### config.mk
export PLATFORM = sky130hd
export DESIGN_NAME = sgt_top
export DESIGN_NICKNAME = d
export VERILOG_FILES = /design/src/sgt_pkg.sv /design/src/sgt_timer_if.sv /design/src/sgt_countdown.sv /design/src/sgt_top.sv
export SDC_FILE = /design/constraint.sdc
export NUM_CORES = 1
export LEC_CHECK = 0
export BUFFER_PORTS_ARGS = -buffer_cell sky130_fd_sc_hd__buf_2
export CELL_PAD_IN_SITES_DETAIL_PLACEMENT = 0
export CELL_PAD_IN_SITES_GLOBAL_PLACEMENT = 2
export CORE_MARGIN = 2
export CORE_UTILIZATION = 32
export CTS_CLUSTER_SIZE = 16
export DETAILED_ROUTE_END_ITERATION = 7
export PLACE_DENSITY = 0.85
export SYNTH_ARGS = -nofsm -noshare
export SYNTH_HDL_FRONTEND = slang
export SYNTH_SLANG_ARGS = --single-unit
### constraint.sdc
create_clock -name clk -period 2.5 [get_ports clk]
set_clock_uncertainty 0.15 [all_clocks]
set_input_delay 0 -clock clk [delete_from_list [all_inputs] [get_ports clk]]
set_output_delay 0 -clock clk [all_outputs]
set_load 0.005 [all_outputs]
### src/sgt_pkg.sv
// package for the serial port receive-dma guard timer
// assumes a 32-bit classic wishbone slave with byte addresses
package sgt_pkg;
    // ************************************************************
    // register offsets (byte addresses)
    // ************************************************************
    localparam int ADR_W = 8;
    localparam logic [ADR_W-1:0] OFS_CTRL_ONE = 8'h04;
    localparam logic [ADR_W-1:0] OFS_INT_ID = 8'h14; // read id, write clear
    localparam logic [ADR_W-1:0] OFS_TIMEOUT = 8'h18;
    localparam logic [ADR_W-1:0] OFS_IRQ_STATUS = 8'h1c;
    localparam logic [ADR_W-1:0] OFS_IRQ_MASK = 8'h20;

    // ************************************************************
    // field positions and widths
    // ************************************************************
    localparam int CNT_W = 16;
    localparam int LVL_W = 5;
    localparam int EV_W = 2;
    localparam int BIT_CTRL_OVR = 0;
    localparam int ID_RX_SVC = 0;
    localparam int ID_TX_SVC = 1;
    localparam int ID_OVR = 2;
    localparam int EV_OVR = 0;
    localparam int EV_TMO = 1;

    // ************************************************************
    // reset values and thresholds
    // ************************************************************
    localparam logic [CNT_W-1:0] RST_TIMEOUT = 16'h0000;
    localparam logic [EV_W-1:0] RST_EVENTS = 2'h0;
    localparam logic [LVL_W-1:0] RX_SVC_MAX_LEFT = 5'h03;
    localparam logic [CNT_W-1:0] CNT_ONE = 16'h0001;
endpackage

### src/sgt_timer_if.sv
// interface between register logic and the guard countdown
// assumes both ends run on the same clock
`timescale 1ns/1ns
`default_nettype none
interface sgt_timer_if;
    import sgt_pkg::*;
    logic load;
    logic stop;
    logic [CNT_W-1:0] load_val;
    logic [CNT_W-1:0] count;
    logic running;
    logic expire;
    modport ctl (output load, output stop, output load_val,
                 input count, input running, input expire);
    modport tmr (input load, input stop, input load_val,
                 output count, output running, output expire);
endinterface
`default_nettype wire

### src/sgt_countdown.sv
// guard countdown: loads, decrements once per clock, pulses on zero
// assumes load and stop are single-cycle strobes on clk
`timescale 1ns/1ns
`default_nettype none
module sgt_countdown
    import sgt_pkg::*;
(
    input wire logic clk,
    input wire logic rst,
    sgt_timer_if.tmr tif
);
    typedef struct packed {
        logic [CNT_W-1:0] count;
        logic running;
        logic expire;
    } sgt_cnt_s;

    sgt_cnt_s s_reg;
    sgt_cnt_s s_next;

    // ************************************************************
    // next state
    // ************************************************************
    // stop wins over load so a register write never races a dma beat
    always_comb begin
        s_next = s_reg;
        s_next.expire = 1'b0;
        if (tif.stop) begin
            s_next.count = tif.load_val;
            s_next.running = 1'b0;
        end else if (tif.load) begin
            s_next.count = tif.load_val;
            s_next.running = (tif.load_val != RST_TIMEOUT);
        end else if (s_reg.running && s_reg.count != RST_TIMEOUT) begin
            s_next.count = s_reg.count - CNT_ONE;
            if (s_reg.count == CNT_ONE) begin
                s_next.expire = 1'b1;
                s_next.running = 1'b0;
            end
        end
    end

    // state register
    always_ff @(posedge clk or posedge rst) begin
        if (rst) begin
            s_reg <= '{count: RST_TIMEOUT, running: 1'b0, expire: 1'b0};
        end else begin
            s_reg <= s_next;
        end
    end

    assign tif.count = s_reg.count;
    assign tif.running = s_reg.running;
    assign tif.expire = s_reg.expire;
endmodule
`default_nettype wire

### src/sgt_top.sv
// receive-dma guard timer and overrun clear path of a serial port
// assumes a classic wishbone master and fifo levels synchronous to clk
// Function
// - any write to interrupt clear location clears the overrun interrupt
// - that write leaves every other serial port interrupt unchanged
// - writing zero to overrun bit of control register one clears it
// - clear location is write-only, shares address with identification reads
// - timeout register holds a 16-bit unscaled cycle count
// - timer stays stopped until first receive dma transfer
// - first receive dma transfer loads timer with programmed value
// - loaded nonzero timer decrements by one every clock
// - reaching zero raises the receive timeout interrupt
// - a zero timer never decrements nor raises the interrupt
// - any write to timeout register clears the timeout interrupt
// - reading timeout register returns the running count
// - count sits in bits 15:0, resets to zero, max 65535
// - transmit and receive service requests drive the dma requests
// - receive service request stays low with three or fewer frames
// - overrun interrupt reads as bit 2 of identification register
//
// Local design decision: the Wishbone interface to the registers.
`timescale 1ns/1ns
`default_nettype none
module sgt_top
    import sgt_pkg::*;
(
    input wire logic clk,
    input wire logic rst,
    input wire logic wb_cyc_i,
    input wire logic wb_stb_i,
    input wire logic wb_we_i,
    input wire logic [ADR_W-1:0] wb_adr_i,
    input wire logic [3:0] wb_sel_i,
    input wire logic [31:0] wb_dat_i,
    output logic [31:0] wb_dat_o,
    output logic wb_ack_o,
    input wire logic rx_dma_xfer,
    input wire logic rx_overrun_event,
    input wire logic [LVL_W-1:0] rx_fifo_level,
    input wire logic tx_fifo_low,
    output logic rx_service_request,
    output logic tx_service_request,
    output logic rx_overrun_irq,
    output logic rx_timeout_irq,
    output logic irq
);
    typedef struct packed {
        logic ack;
        logic [31:0] rdata;
        logic ovr;
        logic tmo;
        logic [EV_W-1:0] sts;
        logic [EV_W-1:0] msk;
        logic irq;
        logic rx_svc;
        logic tx_svc;
        logic [CNT_W-1:0] prog;
    } sgt_main_s;

    sgt_main_s s_reg;
    sgt_main_s s_next;
    sgt_timer_if tif ();

    logic req;
    logic wr;
    logic rd;
    logic wr_id;
    logic wr_ctrl;
    logic wr_tmo;
    logic ovr_clr;
    logic [CNT_W-1:0] wr_count;
    logic [EV_W-1:0] events;

    // ************************************************************
    // bus decode
    // ************************************************************
    // one request per ack; the ack cycle itself is never taken twice
    assign req = wb_cyc_i && wb_stb_i && !s_reg.ack;
    assign wr = req && wb_we_i;
    assign rd = req && !wb_we_i;
    assign wr_id = wr && (wb_adr_i == OFS_INT_ID);
    assign wr_ctrl = wr && (wb_adr_i == OFS_CTRL_ONE);
    assign wr_tmo = wr && (wb_adr_i == OFS_TIMEOUT);

    // low lanes only; upper bits are dropped on write
    assign wr_count = {wb_sel_i[1] ? wb_dat_i[15:8] : s_reg.prog[15:8],
                       wb_sel_i[0] ? wb_dat_i[7:0] : s_reg.prog[7:0]};

    // any write to the clear location, data ignored
    // a zero in the control bit clears it, a one is ignored
    assign ovr_clr = wr_id || (wr_ctrl && wb_sel_i[0] && !wb_dat_i[BIT_CTRL_OVR]);

    // ************************************************************
    // timer hookup
    // ************************************************************
    // only a dma beat or a register write loads the count; otherwise it only counts down
    // dma beat loads the programmed value
    assign tif.load = rx_dma_xfer;
    // a register write parks the counter on the new value, stopped
    // limitation: a beat in the same cycle as a write is lost, the write wins
    assign tif.stop = wr_tmo;
    assign tif.load_val = wr_tmo ? wr_count : s_reg.prog;

    sgt_countdown u_countdown (
        .clk(clk),
        .rst(rst),
        .tif(tif)
    );

    // status events: bit0 overrun, bit1 timeout expiry
    assign events = {tif.expire, rx_overrun_event};

    // ************************************************************
    // next state
    // ************************************************************
    always_comb begin
        s_next = s_reg;
        s_next.ack = req;
        s_next.rdata = 32'h0000_0000;
        // programmed count kept for every later dma load
        if (wr_tmo) begin
            s_next.prog = wr_count;
        end
        // only the overrun flag listens to the clear location
        // set wins over clear so a same-cycle overrun is kept
        s_next.ovr = rx_overrun_event || (s_reg.ovr && !ovr_clr);
        // register write clears; otherwise it holds
        // expiry sets it, and wins over a same-cycle write
        s_next.tmo = tif.expire || (s_reg.tmo && !wr_tmo);
        // sticky status, write one to clear, event wins
        if (wr && wb_adr_i == OFS_IRQ_STATUS && wb_sel_i[0]) begin
            s_next.sts = s_reg.sts & ~wb_dat_i[EV_W-1:0];
        end
        s_next.sts = s_next.sts | events;
        if (wr && wb_adr_i == OFS_IRQ_MASK && wb_sel_i[0]) begin
            s_next.msk = wb_dat_i[EV_W-1:0];
        end
        // next values used so irq tracks status without extra lag
        s_next.irq = |(s_next.sts & s_next.msk);
        // frames at or below the floor are left for software
        // service requests double as dma requests
        s_next.rx_svc = (rx_fifo_level > RX_SVC_MAX_LEFT);
        s_next.tx_svc = tx_fifo_low;
        // read mux; unmapped addresses still ack with zero data
        // writes ack with zero data, so nothing written ever echoes back
        if (rd) begin
            unique case (wb_adr_i)
                OFS_CTRL_ONE: begin
                    s_next.rdata[BIT_CTRL_OVR] = s_reg.ovr;
                end
                OFS_INT_ID: begin
                    s_next.rdata[ID_OVR] = s_reg.ovr;
                    s_next.rdata[ID_TX_SVC] = s_reg.tx_svc;
                    s_next.rdata[ID_RX_SVC] = s_reg.rx_svc;
                end
                OFS_TIMEOUT: begin
                    // live count, not the programmed value
                    s_next.rdata[CNT_W-1:0] = tif.count;
                end
                OFS_IRQ_STATUS: begin
                    s_next.rdata[EV_W-1:0] = s_reg.sts;
                end
                OFS_IRQ_MASK: begin
                    s_next.rdata[EV_W-1:0] = s_reg.msk;
                end
                default: begin
                    s_next.rdata = 32'h0000_0000;
                end
            endcase
        end
    end

    // ************************************************************
    // state register
    // ************************************************************
    always_ff @(posedge clk or posedge rst) begin
        if (rst) begin
            s_reg <= '{ack: 1'b0, rdata: 32'h0000_0000, ovr: 1'b0,
                       tmo: 1'b0, sts: RST_EVENTS, msk: RST_EVENTS,
                       irq: 1'b0, rx_svc: 1'b0, tx_svc: 1'b0,
                       prog: RST_TIMEOUT};
        end else begin
            s_reg <= s_next;
        end
    end

    // outputs straight from flops
    assign wb_ack_o = s_reg.ack;
    assign wb_dat_o = s_reg.rdata;
    assign rx_overrun_irq = s_reg.ovr;
    assign rx_timeout_irq = s_reg.tmo;
    assign irq = s_reg.irq;
    assign rx_service_request = s_reg.rx_svc;
    assign tx_service_request = s_reg.tx_svc;

    // ************************************************************
    // checks
    // ************************************************************
    // helper: has a dma beat been seen since reset
    logic seen_dma;
    always_ff @(posedge clk or posedge rst) begin
        if (rst) begin
            seen_dma <= 1'b0;
        end else if (rx_dma_xfer) begin
            seen_dma <= 1'b1;
        end
    end
endmodule
`default_nettype wire

======== Word-level counts from Yosys, hierarchy flattened ========
Cells that the tools add are included.
operators by class
  bitwise logic cells ..................... 4
  reduce and logical (&&, ||, !) cells .... 30
  $add $sub $neg .......................... 1
  equality and inequality tests ........... 6
  mux-type cells .......................... 16
  order comparisons ....................... 1
operator list
  operator                                              count
  2-to-1 mux 17 bit                                     2
  2-to-1 mux 16 bit                                     2
  nonzero test 16 bit                                   2
  equality test 8 x 5 -> 1 bit, second input constant   3
  2-to-1 mux 18 bit                                     1
  equality test 16 x 1 -> 1 bit, second input constant  1
  logical AND 1 bit                                     16
  2-to-1 mux 8 bit                                      2
  subtractor 16 x 1 -> 16 bit, second input constant    1
  2-to-1 mux 13 bit                                     1
  equality test 8 x 3 -> 1 bit, second input constant   1
  equality test 8 x 6 -> 1 bit, second input constant   1
  2-to-1 mux 2 bit                                      3
  nonzero test 3 bit                                    2
  > comparator 5 x 2 -> 1 bit, second input constant    1
  logical NOT 1 bit                                     5
  case mux 1 bit (5 select lines)                       1
  bitwise AND 2 bit                                     2
  case mux 1 bit (4 select lines)                       1
  logical OR 1 bit                                      3
  2-to-1 mux 1 bit                                      2
  inverter 2 bit                                        1
  OR 2 bit                                              1
  case mux 1 bit (2 select lines)                       1
  2 further kinds                                       2
storage, ports and cells
  input bits .............................. 57
  logic and storage cells ................. 71
  flip-flop bits (word level) ............. 76

======== Longest topological paths before layout ========
  depth in word-level cells ............... 10
  gate-level depth with buffers ........... 8
  gate-level depth less buffers ........... 7

======== By module ========
A second synthesis with hierarchy kept.
second synthesis, totals
  cells, all modules ...................... 297
  area, all modules ....................... 3171.8 um^2
by module, submodules not included
  module         times used  area an instance (um^2)  cells each
  sgt_top        1           1963.1                   156
  sgt_countdown  1           1208.7                   141

======== Worst setup path before layout ========
Ideal clock, no wire load.
  kind .................................... register to register
  start ................................... register u_countdown.s_reg, in the netlist u_countdown.tif.count[2]
  end ..................................... register u_countdown.s_reg, in the netlist u_countdown.tif.count[15]
  arrival time ............................ 1.964 ns
  stages on the path, launching flop included .. 7
  period minus slack after synthesis ...... 2.196 ns
  path slack .............................. 0.304 ns
  data required time ...................... 2.268 ns
  buffers on the path ..................... 1
  path through ............................ dfrtp_1 -> clkbuf_1 -> nor4_1 -> nand2_1 -> or3_1 -> or4_1 -> a31oi_1
on the way
  longest elaborated chain between the ends .. 4
RTL lines
  element                      RTL line             source
  start, declared              sgt_countdown.sv:18  sgt_cnt_s s_reg;
  start signal, assigned       sgt_countdown.sv:46  s_reg <= '{count: RST_TIMEOUT, running: 1'b0, expire: 1'b0};
  start signal, assigned       sgt_countdown.sv:48  s_reg <= s_next;
  subtractor 16 x 1 -> 16 bit  sgt_countdown.sv:35  s_next.count = s_reg.count - CNT_ONE;
  2-to-1 mux 18 bit            sgt_countdown.sv:34  end else if (s_reg.running && s_reg.count != RST_TIMEOUT) begin
  2-to-1 mux 17 bit            sgt_countdown.sv:31  end else if (tif.load) begin
  2-to-1 mux 17 bit            sgt_countdown.sv:28  if (tif.stop) begin
Parallel ways exist; a longest one is shown, timed or not. The select of a mux whose other input is x is not followed.
A chain may end at the register's enable or synchronous reset.

==> flow_metrics.tcl <==
set metrics [dict create \
    outcome "complete, no violations" \
    core-area_um2 9240 \
    final_common_cell "dfrtp_1" \
    cap_violations 0 \
    antenna_found_initial 0 \
    dpl.cell_count 444 \
    power_density_nw_per_um2 614 \
    synth-adder-area-share_pct 1.23 \
    ys_seq_area_share_pct 49.1 \
    routed_wl_um 6470 \
    dp_slack_ns 0.206 \
    cts_sinks 60 \
    routabilityCongestion 0.833 \
    crit_path_cell_trace "nand3b_1 > clkinv_1 > buf_4 > nand2_1 > o41ai_1 > nand2_1 > dlygate4sd3_1" \
    synth.distinct_cells 43 \
    cts_root_buffer "clkbuf_8" \
    post-synth-top-area-fraction_pct 49.1 \
    wl_per_cell_um 13.3 \
    dieHeight_um 102 \
    largest_register_ffs 20 \
    fin_crit_ns 2.37 \
    area_growth_pct 26.0 \
    arrival_ns 2.45 \
    synth-async-reset-ratio_pct 100 \
    vdd_drop_max_uv 325 \
    dp_hpwl_um 4680 \
    crit_path_top_delay_cell "dlygate4sd3_1" \
    synth.avg_cell_area_um2 11.1 \
    drt_iter0_drc 99 \
    syn_inst 276 \
    layout_worst_path_cycle_share_pct 94.9 \
    postLayoutSetupSlackWorst_ns 0.128 \
    cts_tree "yes" \
    grt_first_pass_wirelength_um 10700 \
    io_buffers 58 \
    synth_top_family_by_area "simple AND/OR/NAND/NOR gates" \
    netlist_top_cells_area "dfrtp_1 (49%), mux2_2 (9.9%), buf_4 (7.9%), and2_1 (2.7%), nor4_1 (2.7%)" \
    drv_slew 0 \
    viasPerCell 4.51 \
    cts_setup_buffers 0 \
    finalSetupViolCount 0 \
    worst_path_most_repeated_cell "nand2_1" \
    rsz0062_at_grt "false" \
    crit_fanout 7 \
    synth_edf_count 0 \
    rows 35 \
    yosysTopAreaCell "dfrtp_1" \
    maxSlewHeadroom_pct 56.5 \
    clock_latency_ns 0.34 \
    end_kind "flop" \
    grt_use_total_pct 13.5 \
    path_buf_inv 3 \
    fmax_mhz 422 \
    tightest_slew_ns 0.650 \
    synth-seq-cells 60 \
    cpPeakStageDelay_ns 0.56 \
    grt-ovfl-total 0 \
    final_cell_mix "dfrtp_1 (60), buf_2 (58), dlygate4sd3_1 (28), mux2_2 (27), conb_1 (16)" \
    finalSetupTns_ns 0 \
    synth_area_um2 3060 \
    stdcell_count 488 \
    worstPathRequired_ns 2.57 \
    cp_top_family "buffers and inverters" \
    hold_viol 0 \
    grt_max_degree 30 \
    yosysWarnings 0 \
    clock_path_buffers 2 \
    synthMuxAreaShare_pct 11.3 \
    grt_pass1_vias 2210 \
    num_io_pins 95 \
    start_util_pct 33.1 \
    die-width_um 102 \
    ant_nets 0 \
    hold_slack_ns 0.0270 \
    drc_errors 0 \
    hold_class "input port to flop" \
    critPathKind "flop to flop" \
    num_antenna_cells 0 \
    htree_levels 3 \
    layout-drive-gt1-share_pct 32.3 \
    cts_buffers 9 \
    firstDrtPassIters 4 \
    synth_compound_area_share_pct 4.83 \
    synth_xor_xnor_area_share_pct 3.72 \
    final_core_util_pct 41.7 \
    synthSimpleGateAreaFrac_pct 19.2 \
    synth_flop_cell "dfrtp_1" \
    dieArea_um2 10400 \
    nets 414 \
    leakage_nw 1.88 \
    clk_pin_slew_worst_paths_ns 0.07 \
    startpoint_type "flop" \
    vias 2201 \
]
==> final cells by class <==
class / count / area (µm²)
fillers: 894 / 5390
clock inverters: 3 / 67.6
repair buffers: 93 / 623
well taps: 129 / 161
clock buffers: 13 / 169
inverters: 10 / 37.5
multi-input cells: 180 / 1290
flip-flops and latches: 60 / 1500
==> worst register-to-register path, stage by stage, from the launching register on <==
cell and delay, ns:
dfrtp_1 0.38, nand3b_1 0.34, clkinv_1 0.15, buf_4 0.16, nand2_1 0.06, o41ai_1 0.39, nand2_1 0.08, dlygate4sd3_1 0.56
==> timing repair <==
action | in CTS | in global routing
hold buffers | 28 | 0
hold endpoints to repair | 73 | 0
gates resized for setup | 0 | 0
==> power breakdown <==
| group | switching, mW | total, mW | internal (mW) |
|---|---|---|---|
| Clock | 0.381 | 1.02 | 0.644 |
| Combinational | 0.157 | 0.302 | 0.144 |
| Sequential | 0.0374 | 1.04 | 1.00 |
| Total | 0.575 | 2.37 | 1.79 |
==> cell usage after synthesis (2+ instances only) <==
master    number
nor2_1        14
nand3_1        4
nand2b_1       2
mux2i_1        4
and2_1        13
clkbuf_1       7
nand2_1       10
xor2_1         5
xnor2_1        8
ha_1           3
nand4_1        4
mux2_2        27
nor4_1        13
or4_1          4
nor3b_1        2
or3_1          5
or3b_2         2
a22o_1         2
nor3_1        10
buf_4         32
inv_1          9
o21ai_0        3
nor4_4         2
a21oi_1       10
dfrtp_1       60
a31oi_1        4
==> per-stage QoR <==
stage	power, mW	cell area, µm²
floorplan	1.25	3110
global placement	1.32	3330
detailed placement	1.33	3330
CTS	2.39	3850
global route	2.49	3850
finish	2.37	3850
==> metal layers <==
layer / routed length [µm] / vias up / track usage (%)
li1: - / 1087 / -
met1: 3010 / 1059 / 18.3
met2: 3080 / 45 / 20.7
met3: 265 / 10 / 2.76
met4: 114 / 0 / 6.44
met5: 0 / - / 0
==> kinds of logic (layout without fill, tap and decap cells) <==
logic type	after synthesis	count (layout)
adders and majority gates	3	3
xor gates and xnor gates	13	13
DFF	60	60
and+or+nand+nor	94	94
AOI/OAI and AO/OA	23	23
other	1	16
muxes	31	31
buffers and inverters	51	119
==> worst paths after layout <==
kind,from,end,slack [ns],cells past startpoint
worst max-delay path,wb_ack_o,rx_overrun_irq,0.13,7
worst min-delay path,wb_stb_i,wb_dat_o[2],0.03,3
worst max register to register,wb_ack_o,rx_overrun_irq,0.13,7
worst min register to register,rx_timeout_irq,rx_timeout_irq,0.34,2
max in group asynchronous,rst,s_reg[0],1.37,4
min in group asynchronous,rst,wb_ack_o,0.13,3
No activity file was read; power rests on OpenSTA's default activity.
